## config.mk

```make
export PLATFORM = sky130hd
export DESIGN_NAME = uas_sequencer
export DESIGN_NICKNAME = d
export VERILOG_FILES = /design/src/uas_pkg.sv /design/src/uas_sequencer.sv /design/src/uas_por_stretch.sv
export SDC_FILE = /design/constraint.sdc
export NUM_CORES = 1
export LEC_CHECK = 0
export ABC_AREA = 1
export BUFFER_PORTS_ARGS = -buffer_cell sky130_fd_sc_hd__buf_2
export CAP_MARGIN = 20
export CORE_UTILIZATION = 63
export CTS_CLUSTER_DIAMETER = 200
export DETAILED_ROUTE_END_ITERATION = 8
export PLACE_DENSITY_LB_ADDON = 0.15
export SLEW_MARGIN = 20
export SYNTH_ARGS = -nofsm -noshare
export SYNTH_HDL_FRONTEND = slang
export SYNTH_SLANG_ARGS = --single-unit
```

## constraint.sdc

```tcl
create_clock -name clk -period 4.23 [get_ports clk]
set_input_delay 0.2115 -clock clk [delete_from_list [all_inputs] [get_ports clk]]
set_output_delay 0.2115 -clock clk [all_outputs]
set_load 0.01 [all_outputs]
```

## src/uas_pkg.sv

```systemverilog
// Purpose: Shared constants and types for the USB audio stream sequencer
// Assumes: Single 200 MHz clock domain
// Notes:   Times are kept in their own unit; cycle counts derive from them
package uas_pkg;

    // ----------------------------------------------------------------
    // Timing
    // ----------------------------------------------------------------
    localparam int CLK_MHZ          = 200;          // Core clock rate
    localparam int IDLE_SUSPEND_US  = 5000;         // Bus idle time before suspend
    localparam int POR_HOLD_US      = 700;          // Internal reset stretch
    localparam int IDLE_CYCLES      = IDLE_SUSPEND_US * CLK_MHZ;
    localparam int POR_CYCLES       = POR_HOLD_US * CLK_MHZ;
    localparam int CNT_W            = 21;           // Counter width for long waits

    // ----------------------------------------------------------------
    // Stream data
    // ----------------------------------------------------------------
    localparam int SAMPLE_W         = 16;           // Audio sample width
    localparam int FILL_W           = 8;            // Buffered sample count width
    localparam logic [SAMPLE_W-1:0] BPZ_CODE = 16'h0000; // Bipolar zero
    localparam logic [FILL_W-1:0]   FILL_ZERO = 8'h00;   // Empty buffer level

    // ----------------------------------------------------------------
    // Playback sequencing states
    // ----------------------------------------------------------------
    typedef enum logic [3:0] {
        UAS_PB_IDLE  = 4'b0001,    // Configured, waiting for data
        UAS_PB_PRIME = 4'b0010,    // First packet buffered, waiting for SOF
        UAS_PB_PLAY  = 4'b0100,    // Outputting samples
        UAS_PB_DRAIN = 4'b1000     // Host stopped, emptying buffer
    } uas_pb_e;

endpackage

```

## src/uas_sequencer.sv

```systemverilog
// Purpose: Playback, capture and suspend sequencing of a USB audio function
// Assumes: Packet decoding is upstream; strobes are one-cycle pulses
// Notes:   Rules carried out by this block are listed below
// Functional notes
// - Playback starts on the SOF after priming
// - On host stop while playing, drain buffer then stop
// - Capture writes begin after recording interface selected
// - Enter suspend after 5 ms idle bus
// - Suspend indicator asserted while suspended
// - Leave suspend immediately on bus activity
// - Buffer first 1 ms packet before playing
// - Output bipolar zero while waiting for data
// - Internal reset held about 700 us
`timescale 1ns/10ps
module uas_sequencer #(
    parameter int IDLE_LIMIT = uas_pkg::IDLE_CYCLES,
    parameter int POR_LIMIT  = uas_pkg::POR_CYCLES
) (
    input  wire logic                          clk,
    input  wire logic                          rst_n,
    input  wire logic                          busIdle,
    input  wire logic                          sofStrobe,
    input  wire logic                          pktEnd,
    input  wire logic                          playStop,
    input  wire logic                          recSelect,
    input  wire logic                          recDeselect,
    input  wire logic                          sampleTick,
    input  wire logic [uas_pkg::FILL_W-1:0]    bufLevel,
    input  wire logic [uas_pkg::SAMPLE_W-1:0]  bufSample,
    output logic                               bufPop,
    output logic [uas_pkg::SAMPLE_W-1:0]       dacSample,
    output logic                               playActive,
    output logic                               capWriteEn,
    output logic                               suspend_indicator_out,
    output logic                               sysRst_n
);
    import uas_pkg::*;

    // ----------------------------------------------------------------
    // Internal reset stretcher
    // ----------------------------------------------------------------
    logic intRst_n;                     // Stretched reset for all logic

    uas_por_stretch #(
        .HOLD_CYCLES (POR_LIMIT)
    ) u_por (
        .clk      (clk),
        .rst_n    (rst_n),
        .intRst_n (intRst_n)
    );

    assign sysRst_n = intRst_n;

    // ----------------------------------------------------------------
    // Playback state
    // ----------------------------------------------------------------
    uas_pb_e               pbState_ff;  // Playback sequencing state
    uas_pb_e               nxt_pbState;
    logic [SAMPLE_W-1:0]   dac_ff;      // Sample presented to converter
    logic [SAMPLE_W-1:0]   nxt_dac;

    function automatic logic bufEmpty(input logic [FILL_W-1:0] lvl);
        return lvl == FILL_ZERO;
    endfunction

    // Playback next-state logic
    always_comb
    begin
        nxt_pbState = pbState_ff;
        nxt_dac     = dac_ff;
        bufPop      = 1'b0;
        case (pbState_ff)
            UAS_PB_IDLE:
            begin
                nxt_dac = BPZ_CODE;
                // First full packet stored before anything plays
                if (pktEnd)
                    nxt_pbState = UAS_PB_PRIME;
            end
            UAS_PB_PRIME:
            begin
                nxt_dac = BPZ_CODE;
                // Start output on the next frame start
                if (playStop && bufEmpty(bufLevel))
                    nxt_pbState = UAS_PB_IDLE;
                else if (sofStrobe)
                    nxt_pbState = UAS_PB_PLAY;
            end
            UAS_PB_PLAY:
            begin
                if (sampleTick && !bufEmpty(bufLevel))
                begin
                    bufPop  = 1'b1;
                    nxt_dac = bufSample;
                end
                // Host stop: keep playing what is buffered
                if (playStop)
                    nxt_pbState = UAS_PB_DRAIN;
            end
            UAS_PB_DRAIN:
            begin
                // Stop only once every buffered sample is out
                if (bufEmpty(bufLevel))
                begin
                    nxt_pbState = UAS_PB_IDLE;
                    nxt_dac     = BPZ_CODE;
                end
                else if (sampleTick)
                begin
                    bufPop  = 1'b1;
                    nxt_dac = bufSample;
                end
            end
            default:
                nxt_pbState = UAS_PB_IDLE;
        endcase
    end

    // Playback registers
    always_ff @(posedge clk or negedge intRst_n)
    begin
        if (!intRst_n)
        begin
            pbState_ff <= UAS_PB_IDLE;
            dac_ff     <= BPZ_CODE;
        end
        else
        begin
            pbState_ff <= nxt_pbState;
            dac_ff     <= nxt_dac;
        end
    end

    assign dacSample  = dac_ff;
    assign playActive = (pbState_ff == UAS_PB_PLAY) || (pbState_ff == UAS_PB_DRAIN);

    // ----------------------------------------------------------------
    // Capture enable
    // ----------------------------------------------------------------
    logic capEn_ff;                     // Recording interface selected
    logic nxt_capEn;

    // Capture writes start only after the interface selection
    always_comb
    begin
        nxt_capEn = capEn_ff;
        if (recSelect)
            nxt_capEn = 1'b1;
        else if (recDeselect)
            nxt_capEn = 1'b0;
    end

    always_ff @(posedge clk or negedge intRst_n)
    begin
        if (!intRst_n)
            capEn_ff <= 1'b0;
        else
            capEn_ff <= nxt_capEn;
    end

    assign capWriteEn = capEn_ff;

    // ----------------------------------------------------------------
    // Suspend detection
    // ----------------------------------------------------------------
    logic [CNT_W-1:0] idleCnt_ff;       // Continuous idle cycles
    logic [CNT_W-1:0] nxt_idleCnt;
    logic             susp_ff;          // Suspend state
    logic             nxt_susp;

    // Idle counter and suspend flag
    always_comb
    begin
        nxt_idleCnt = idleCnt_ff;
        nxt_susp    = susp_ff;
        if (!busIdle)
        begin
            // Any activity wakes at once and restarts the count
            nxt_idleCnt = '0;
            nxt_susp    = 1'b0;
        end
        else if (idleCnt_ff >= CNT_W'(IDLE_LIMIT - 1))
            nxt_susp = 1'b1;
        else
            nxt_idleCnt = idleCnt_ff + CNT_W'(1);
    end

    always_ff @(posedge clk or negedge intRst_n)
    begin
        if (!intRst_n)
        begin
            idleCnt_ff <= '0;
            susp_ff    <= 1'b0;
        end
        else
        begin
            idleCnt_ff <= nxt_idleCnt;
            susp_ff    <= nxt_susp;
        end
    end

    // Indicator follows the suspend state
    assign suspend_indicator_out = susp_ff;

    // ----------------------------------------------------------------
    // Assertions
    // ----------------------------------------------------------------
    a_play_on_sof: assert property (@(posedge clk) disable iff (!intRst_n)
        $rose(playActive) |-> $past(pbState_ff) == UAS_PB_PRIME && $past(sofStrobe))
        else $error("playback started without SOF");
    a_prime_needs_pkt: assert property (@(posedge clk) disable iff (!intRst_n)
        (pbState_ff == UAS_PB_IDLE && pktEnd) |=> pbState_ff == UAS_PB_PRIME)
        else $error("first packet not primed");
    a_drain_till_empty: assert property (@(posedge clk) disable iff (!intRst_n)
        (pbState_ff == UAS_PB_DRAIN && !bufEmpty(bufLevel)) |=> playActive)
        else $error("playback stopped with data left");
    a_idle_outputs_bpz: assert property (@(posedge clk) disable iff (!intRst_n)
        (pbState_ff == UAS_PB_IDLE) |=> (pbState_ff != UAS_PB_IDLE) || dacSample == BPZ_CODE)
        else $error("idle output not bipolar zero");
    a_capture_gated: assert property (@(posedge clk) disable iff (!intRst_n)
        $rose(capWriteEn) |-> $past(recSelect))
        else $error("capture began without selection");
    a_suspend_entry: assert property (@(posedge clk) disable iff (!intRst_n)
        $rose(susp_ff) |-> $past(idleCnt_ff) == CNT_W'(IDLE_LIMIT - 1) && $past(busIdle))
        else $error("suspend entered early");
    a_wake_now: assert property (@(posedge clk) disable iff (!intRst_n)
        !busIdle |=> !suspend_indicator_out)
        else $error("wake-up delayed");
    a_indicator_state: assert property (@(posedge clk) disable iff (!intRst_n)
        (suspend_indicator_out && busIdle) |=> suspend_indicator_out)
        else $error("indicator dropped while still suspended");

    c_playback: cover property (@(posedge clk) disable iff (!intRst_n)
        pbState_ff == UAS_PB_DRAIN ##1 pbState_ff == UAS_PB_IDLE);
    c_capture: cover property (@(posedge clk) disable iff (!intRst_n) $rose(capWriteEn));
    c_suspend: cover property (@(posedge clk) disable iff (!intRst_n) $rose(susp_ff));
    c_resume: cover property (@(posedge clk) disable iff (!intRst_n) $fell(susp_ff));

endmodule

```

## src/uas_por_stretch.sv

```systemverilog
// Purpose: Holds the internal reset low for a fixed time after power-on
// Assumes: rst_n is the raw power-on detector output
// Notes:   Count is a parameter so simulation can shorten it
`timescale 1ns/10ps
module uas_por_stretch #(
    parameter int HOLD_CYCLES = uas_pkg::POR_CYCLES
) (
    input  wire logic clk,
    input  wire logic rst_n,
    output logic      intRst_n
);
    import uas_pkg::*;

    logic [CNT_W-1:0] holdCnt_ff;       // Cycles since power-on release
    logic [CNT_W-1:0] nxt_holdCnt;
    logic             relDone_ff;       // Reset stretch finished
    logic             nxt_relDone;

    // ----------------------------------------------------------------
    // Next-state logic
    // ----------------------------------------------------------------
    always_comb
    begin
        nxt_holdCnt = holdCnt_ff;
        nxt_relDone = relDone_ff;
        // Count up until the hold time has elapsed
        if (!relDone_ff)
        begin
            if (holdCnt_ff >= CNT_W'(HOLD_CYCLES - 1))
                nxt_relDone = 1'b1;
            else
                nxt_holdCnt = holdCnt_ff + CNT_W'(1);
        end
    end

    // ----------------------------------------------------------------
    // Registers
    // ----------------------------------------------------------------
    always_ff @(posedge clk or negedge rst_n)
    begin
        if (!rst_n)
        begin
            holdCnt_ff <= '0;
            relDone_ff <= 1'b0;
        end
        else
        begin
            holdCnt_ff <= nxt_holdCnt;
            relDone_ff <= nxt_relDone;
        end
    end

    assign intRst_n = relDone_ff;

    // Reset is released exactly HOLD_CYCLES edges after power-on
    a_por_hold_time: assert property (@(posedge clk) disable iff (!rst_n)
        $rose(relDone_ff) |-> $past(holdCnt_ff) == CNT_W'(HOLD_CYCLES - 1))
        else $error("internal reset released at wrong count");

endmodule

```

[After elaboration in Yosys (flattened, before gate mapping)]
Index checks and enable logic that the tools add are counted.
Cells by class
  reductions and logical operators: 11
  bitwise logic cells: 2
  order comparisons: 2
  add/sub/neg operators: 2
  multiplexer cells: 22
  equal/unequal tests: 12
Operators with widths (count)
  16-bit two-way mux: 3
  16-bit one-hot mux with 3 select lines: 1
  21-bit by 1-bit adder with 21-bit output (second input constant): 2
  21-bit two-way mux: 2
  21-bit by 18-bit >= comparator with 1-bit output (second input constant): 1
  21-bit by 20-bit >= comparator with 1-bit output (second input constant): 1
  4-bit two-way mux: 5
  4-bit one-hot mux with 4 select lines: 1
  2-bit != test (second input constant): 5
  1-bit two-way mux: 9
  8-bit logical NOT: 1
  3-bit != test (second input constant): 2
  4-bit by 1-bit equality test with 1-bit output (second input constant): 1
  4-bit by 2-bit equality test with 1-bit output (second input constant): 1
  4-bit by 3-bit equality test with 1-bit output (second input constant): 1
  4-bit equality test (second input constant): 1
  4-bit AND reduction: 1
  3-bit AND reduction: 1
  3-bit nonzero test: 1
  1-bit logical AND: 2
  2-bit by 1-bit != test with 1-bit output (second input constant): 1
  1-bit inverter: 2
  1-bit one-hot mux with 2 select lines: 1
  2-bit AND reduction: 1
  4 further kinds: 4
Storage, ports and cells
  output and inout port bits: 21
  logic and storage cells: 58
  flip-flop bits (word level): 65
  input bits: 33

[Longest topological paths before layout]
  depth after elaboration: 5
  gate-level depth with buffers: 11
  depth with buffers taken out: 10

[By module]
Synthesis repeated with hierarchy kept, for this count alone.
Unflattened totals
  cells, all modules: 582
  area total of the unflattened synthesis: 4060.1 um2
Modules (own cells, without submodules)
  uas_sequencer: area an instance 2662.6 um2, times used 1, sequential area each 1077.3 um2, cells each 385
  uas_por_stretch: area an instance 1397.6 um2, times used 1, sequential area each 550.5 um2, cells each 197

[Worst setup path before layout]
OpenSTA, ideal clock, no wires.
  kind: register -> register
  from: register u_por.relDone_ff (netlist: u_por.intRst_n)
  to: register u_por.holdCnt_ff[10]
  arrival: 2.083 ns
  clock period less this slack: 2.200 ns
  data required time: 4.113 ns
  path buffers: 1
  stages on the path, launching flop included: 5
  slack: 2.030 ns
  setup time: 0.117 ns
  cell sequence: dfrtp_1 inv_1 clkbuf_1 nand3_1 nand2_1
Between the ends
  cells in the longest elaborated chain, start to end: 2
RTL lines
  start, declared: RTL line uas_por_stretch.sv:16  | logic relDone_ff;
  start signal, assigned: RTL line uas_por_stretch.sv:49  | relDone_ff <= nxt_relDone;
  1-bit inverter (no line)
  2-bit AND reduction (no line)
  end signal, assigned: RTL line uas_por_stretch.sv:48  | holdCnt_ff <= nxt_holdCnt;
  end, declared: RTL line uas_por_stretch.sv:14  | logic [CNT_W-1:0] holdCnt_ff;
No other way between the ends.
A chain may end at the register's enable or synchronous reset.

[Worst setup path after layout]
  from: register idleCnt_ff[0]
  to: register idleCnt_ff[3]
Between the ends
  cells in the longest elaborated chain, start to end: 3
  elaborated cells between the ends (all ways): 5
  those cells by class: 1 x add/sub; 1 x order compare; 1 x eq/ne; 2 x mux
RTL lines
  start, declared: RTL line uas_sequencer.sv:166  | logic [CNT_W-1:0] idleCnt_ff;
  start signal, assigned: RTL line uas_sequencer.sv:197  | idleCnt_ff <= nxt_idleCnt;
  21-bit by 1-bit adder with 21-bit output: RTL line uas_sequencer.sv:185  | nxt_idleCnt = idleCnt_ff + CNT_W'(1);
  21-bit two-way mux: RTL line uas_sequencer.sv:182  | else if (idleCnt_ff >= CNT_W'(IDLE_LIMIT - 1))
  21-bit two-way mux: RTL line uas_sequencer.sv:176  | if (!busIdle)
Parallel ways exist; a longest one is shown, timed or not. The select of a mux whose other input is x is not followed.

==> reports/qor.txt <==
Result of the run = finished, final reports clean
Number of standard-cell rows in the floorplan = 29
Fin Clk Skew = 0.0101 ns
Netlist area before placement = 4100 um^2
Synth-to-layout area growth = 11.4%
Number of buffers inserted to repair setup after CTS = 0
Number of buffers on the longest clock path = 2
Sequential element share of the synthesized area = 39.7%
Max VDD drop = 0.000293 V
Horizontal die dimension = 82.7 um
Total number of vias = 3,848
CTS clock-pin slew for the worst setup and hold paths = 0.07 ns
Count of different cell masters after synthesis = 31
Min-Delay Path Depth = 2
Starting Density = 65.0%
CP Launch Type = flip-flop
Share of final-layout standard cells stronger than drive strength 1 = 17.8%
Maximum clock rate = 0.464 GHz
Post-synthesis cell count = 584
Class of the tightest hold or removal check = input port to flip-flop
RSZ-0062 raised after global routing = no
Antenna diode count = 0
Leakage power of the design = 2.53 nW
TritonCTS clock tree = done
Required arrival time at the worst endpoint = 4.51 ns
Number of nets with antenna violations after routing = 0
Tcrit/Tclk final = 50.9%
Number of H-tree levels = 3
End of the worst register-to-register path = idleCnt_ff[3]$_DFFE_PN0P_
Clk Tree Root Cell = sky130_fd_sc_hd__clkbuf_8
Number of antenna violations at the first check in global routing = 0
Mean instance size in the synthesized netlist = 7.02 um^2
Kind of end point of the critical path = flip-flop
Largest driver fanout on the critical path = 11
Number of design rule violations left after detail routing = 0
Total of cells resized after clock tree synthesis = 0
Power Dens Cells = 322 nW/um^2
Hold violation count in the final report = 0
Number of placed I/O pins = 54
Setup slack at placement = 2.12 ns
Actual slew at the worst max-slew pin = 0.705 ns
All-layer global routing usage = 28.2%
Via-to-Cell Ratio = 5.41
Shortest clock period the worst path allows after layout = 2.15 ns
Number of nets in the layout = 664
Critical R2R Launch = idleCnt_ff[0]$_DFFE_PN0P_
Yosys warns = 0
First-pass GRT wire length = 14,700 um
Die area = 6840 um^2
Area of all sequential standard cells = 1630 um^2
Total of flip-flops plus latches after synthesis = 65
Post-layout worst setup margin = 2.08 ns
Max Transition Viols Final = 0
IO Port Bufs = 53
Area of the multi-input gates = 2100 um^2
Chip height = 82.7 um
Routed Wire Length = 8760 um
Origin of the worst min-delay path = recDeselect
Placer Congestion = 0.949
Via count of the first global-routing pass = 3,370
Core area = 6310 um^2
Source-to-sink clock delay at the later pin of the worst-skew pair = 0.35 ns
WL/cell = 12.3 um
Maximum number of pins on one net before global-route repair = 47
Critical path class = flip-flop to flip-flop
Synthesized netlist net count = 619
Number of detailed-routing iterations run before antenna repair = 5
Worst hold path endpoint = capWriteEn$_DFFE_PN0P_
Max-capacitance violation count = 0
Setup violation total in the final timing report = 0
Sum of net half-perimeters after detailed placement = 6270 um
Worst-case headroom to the max-slew limit = 53.0%
Hold-fix buffers, CTS = 1
Worst reg-to-reg setup slack = 2.08 ns
Worst endpoint data arrival time = 2.43 ns
Clock net sink count = 65
Register-to-Register Path Depth = 9
Gr ovfl total = 0
Final-layout setup total negative slack = 0 ns
Number of CTS-inserted buffers = 9
Number of fill cells = 538
Initial detailed-routing violation count = 276
kinds of logic after synthesis:
family	Yosys count	share of synthesized area, %
adder cells (fa/ha/maj)	2	0.610
flip-flops	65	39.7
buffers and inverters	88	9.21
AO/OA/AOI/OAI	6	0.885
XOR/XNOR	20	4.27
AND/OR/NAND/NOR	403	45.3
worst max-delay path: stages (launching register included):
cell,delay (ns)
sky130_fd_sc_hd__dfrtp_1,0.46
sky130_fd_sc_hd__ha_1,0.29
sky130_fd_sc_hd__nand3_2,0.14
sky130_fd_sc_hd__nor2_4,0.07
sky130_fd_sc_hd__nand3_1,0.08
sky130_fd_sc_hd__nand2_1,0.05
sky130_fd_sc_hd__nor2_1,0.50
sky130_fd_sc_hd__buf_4,0.30
sky130_fd_sc_hd__nand3_1,0.08
sky130_fd_sc_hd__nand2_1,0.12
through the flow:
stage | cell area (um^2) | hold WS [ns] | power (mW) | instances | util [%]
6_report | 4570 | 0.0504 | 1.47 | 711 | 72.4
5_1_grt | 4570 | 0.0373 | 1.54 | 711 | 72.4
4_1_cts | 4570 | 0.0490 | 1.48 | 711 | 72.4
3_5_place_dp | 4350 | 0.210 | 0.922 | 694 | 68.9
3_3_place_gp | 4350 | 0.204 | 0.912 | 694 | 68.9
2_1_floorplan | 4100 | -0.0841 | 0.876 | 584 | -
report_power, final:
| part | leakage (nW) | switching (mW) | internal (mW) |
|---|---|---|---|
| Sequential | 0.874 | 0.0220 | 0.652 |
| Combinational | 1.55 | 0.172 | 0.0677 |
| Clock | 0.104 | 0.263 | 0.295 |
how the worst max path moves through the flow:
stage,from,end,slack (ns),depth (start not counted)
finish,idleCnt_ff[0]$_DFFE_PN0P_,idleCnt_ff[3]$_DFFE_PN0P_,2.08,9
global route,idleCnt_ff[0]$_DFFE_PN0P_,idleCnt_ff[3]$_DFFE_PN0P_,1.88,9
CTS,idleCnt_ff[0]$_DFFE_PN0P_,idleCnt_ff[3]$_DFFE_PN0P_,2.08,9
detailed placement,idleCnt_ff[0]$_DFFE_PN0P_,idleCnt_ff[3]$_DFFE_PN0P_,2.12,9
global placement,idleCnt_ff[0]$_DFFE_PN0P_,idleCnt_ff[10]$_DFFE_PN0P_,2.18,9
floorplan,u_por.intRst_n$_DFF_PN0_,u_por.holdCnt_ff[10]$_DFFE_PN0P_,2.03,4
Yosys cell counts:
library cell / instances / share of area [%]
sky130_fd_sc_hd__or2_2: 1 / 0.15
sky130_fd_sc_hd__nand4_1: 24 / 3.7
sky130_fd_sc_hd__buf_6: 4 / 1.1
sky130_fd_sc_hd__dfstp_2: 1 / 0.64
sky130_fd_sc_hd__o21bai_1: 1 / 0.18
sky130_fd_sc_hd__nand3_1: 89 / 11
sky130_fd_sc_hd__xnor2_1: 2 / 0.43
sky130_fd_sc_hd__nand2_4: 1 / 0.27
sky130_fd_sc_hd__buf_1: 1 / 0.091
sky130_fd_sc_hd__buf_2: 11 / 1.3
sky130_fd_sc_hd__nor2_1: 62 / 5.7
sky130_fd_sc_hd__clkbuf_1: 5 / 0.46
sky130_fd_sc_hd__buf_4: 1 / 0.18
sky130_fd_sc_hd__nand3_4: 1 / 0.43
sky130_fd_sc_hd__nor2_4: 6 / 1.6
sky130_fd_sc_hd__inv_1: 56 / 5.1
sky130_fd_sc_hd__a21oi_1: 3 / 0.37
sky130_fd_sc_hd__clkinv_1: 2 / 0.18
sky130_fd_sc_hd__nor3_1: 5 / 0.61
sky130_fd_sc_hd__ha_1: 2 / 0.61
sky130_fd_sc_hd__dfrtp_1: 64 / 39
sky130_fd_sc_hd__xor2_1: 18 / 3.8
sky130_fd_sc_hd__nand2_1: 191 / 17
sky130_fd_sc_hd__nand2_2: 5 / 0.76
sky130_fd_sc_hd__o21ai_1: 1 / 0.12
sky130_fd_sc_hd__a21oi_2: 1 / 0.21
sky130_fd_sc_hd__nand3_2: 8 / 2.0
sky130_fd_sc_hd__nor3_2: 3 / 0.73
sky130_fd_sc_hd__nor2_2: 6 / 0.92
sky130_fd_sc_hd__inv_2: 8 / 0.73
sky130_fd_sc_hd__nand3b_1: 1 / 0.18
metal layers:
metal  vias to the layer above  routed length (um)  track usage (%)  share of wire [%]
li1                       1935                   -                -                  -
met1                      1765                4110             37.8                 47
met2                       140                3970             45.2                 45
met3                         8                 578             6.04                6.6
met4                         0                 101             10.0                1.2
met5                         -                   0                0                  0
cells in the final DEF, fill, tap and decap left out, types with 8 or more instances in the layout:
cell / netlist / routed
sky130_fd_sc_hd__nand3_1: 89 / 89
sky130_fd_sc_hd__nand4_1: 24 / 24
sky130_fd_sc_hd__xor2_1: 18 / 18
sky130_fd_sc_hd__nand2_1: 191 / 191
sky130_fd_sc_hd__inv_1: 56 / 56
sky130_fd_sc_hd__inv_2: 8 / 8
sky130_fd_sc_hd__clkbuf_8: 0 / 10
sky130_fd_sc_hd__nand3_2: 8 / 8
sky130_fd_sc_hd__buf_2: 11 / 53
sky130_fd_sc_hd__dfrtp_1: 64 / 63
sky130_fd_sc_hd__nor2_1: 62 / 62
flip-flops by register name, summed over array words and instances (netlist names):
register               cells
capWriteEn                 1
dacSample                 16
idleCnt_ff                21
pbState_ff                 4
suspend_indicator_out      1
u_por.holdCnt_ff          21
u_por.intRst_n             1
layout make-up:
type | count | area share, %
Multi-Input combinational cell | 431 | 45.9
Timing Repair Buffer | 56 | 6.35
Inverter | 66 | 5.42
Sequential cell | 65 | 35.7
Clock inverter | 6 | 1.59
Tap cell | 77 | 2.11
Clock buffer | 10 | 3.01
Power figures use the tool's default switching activity.
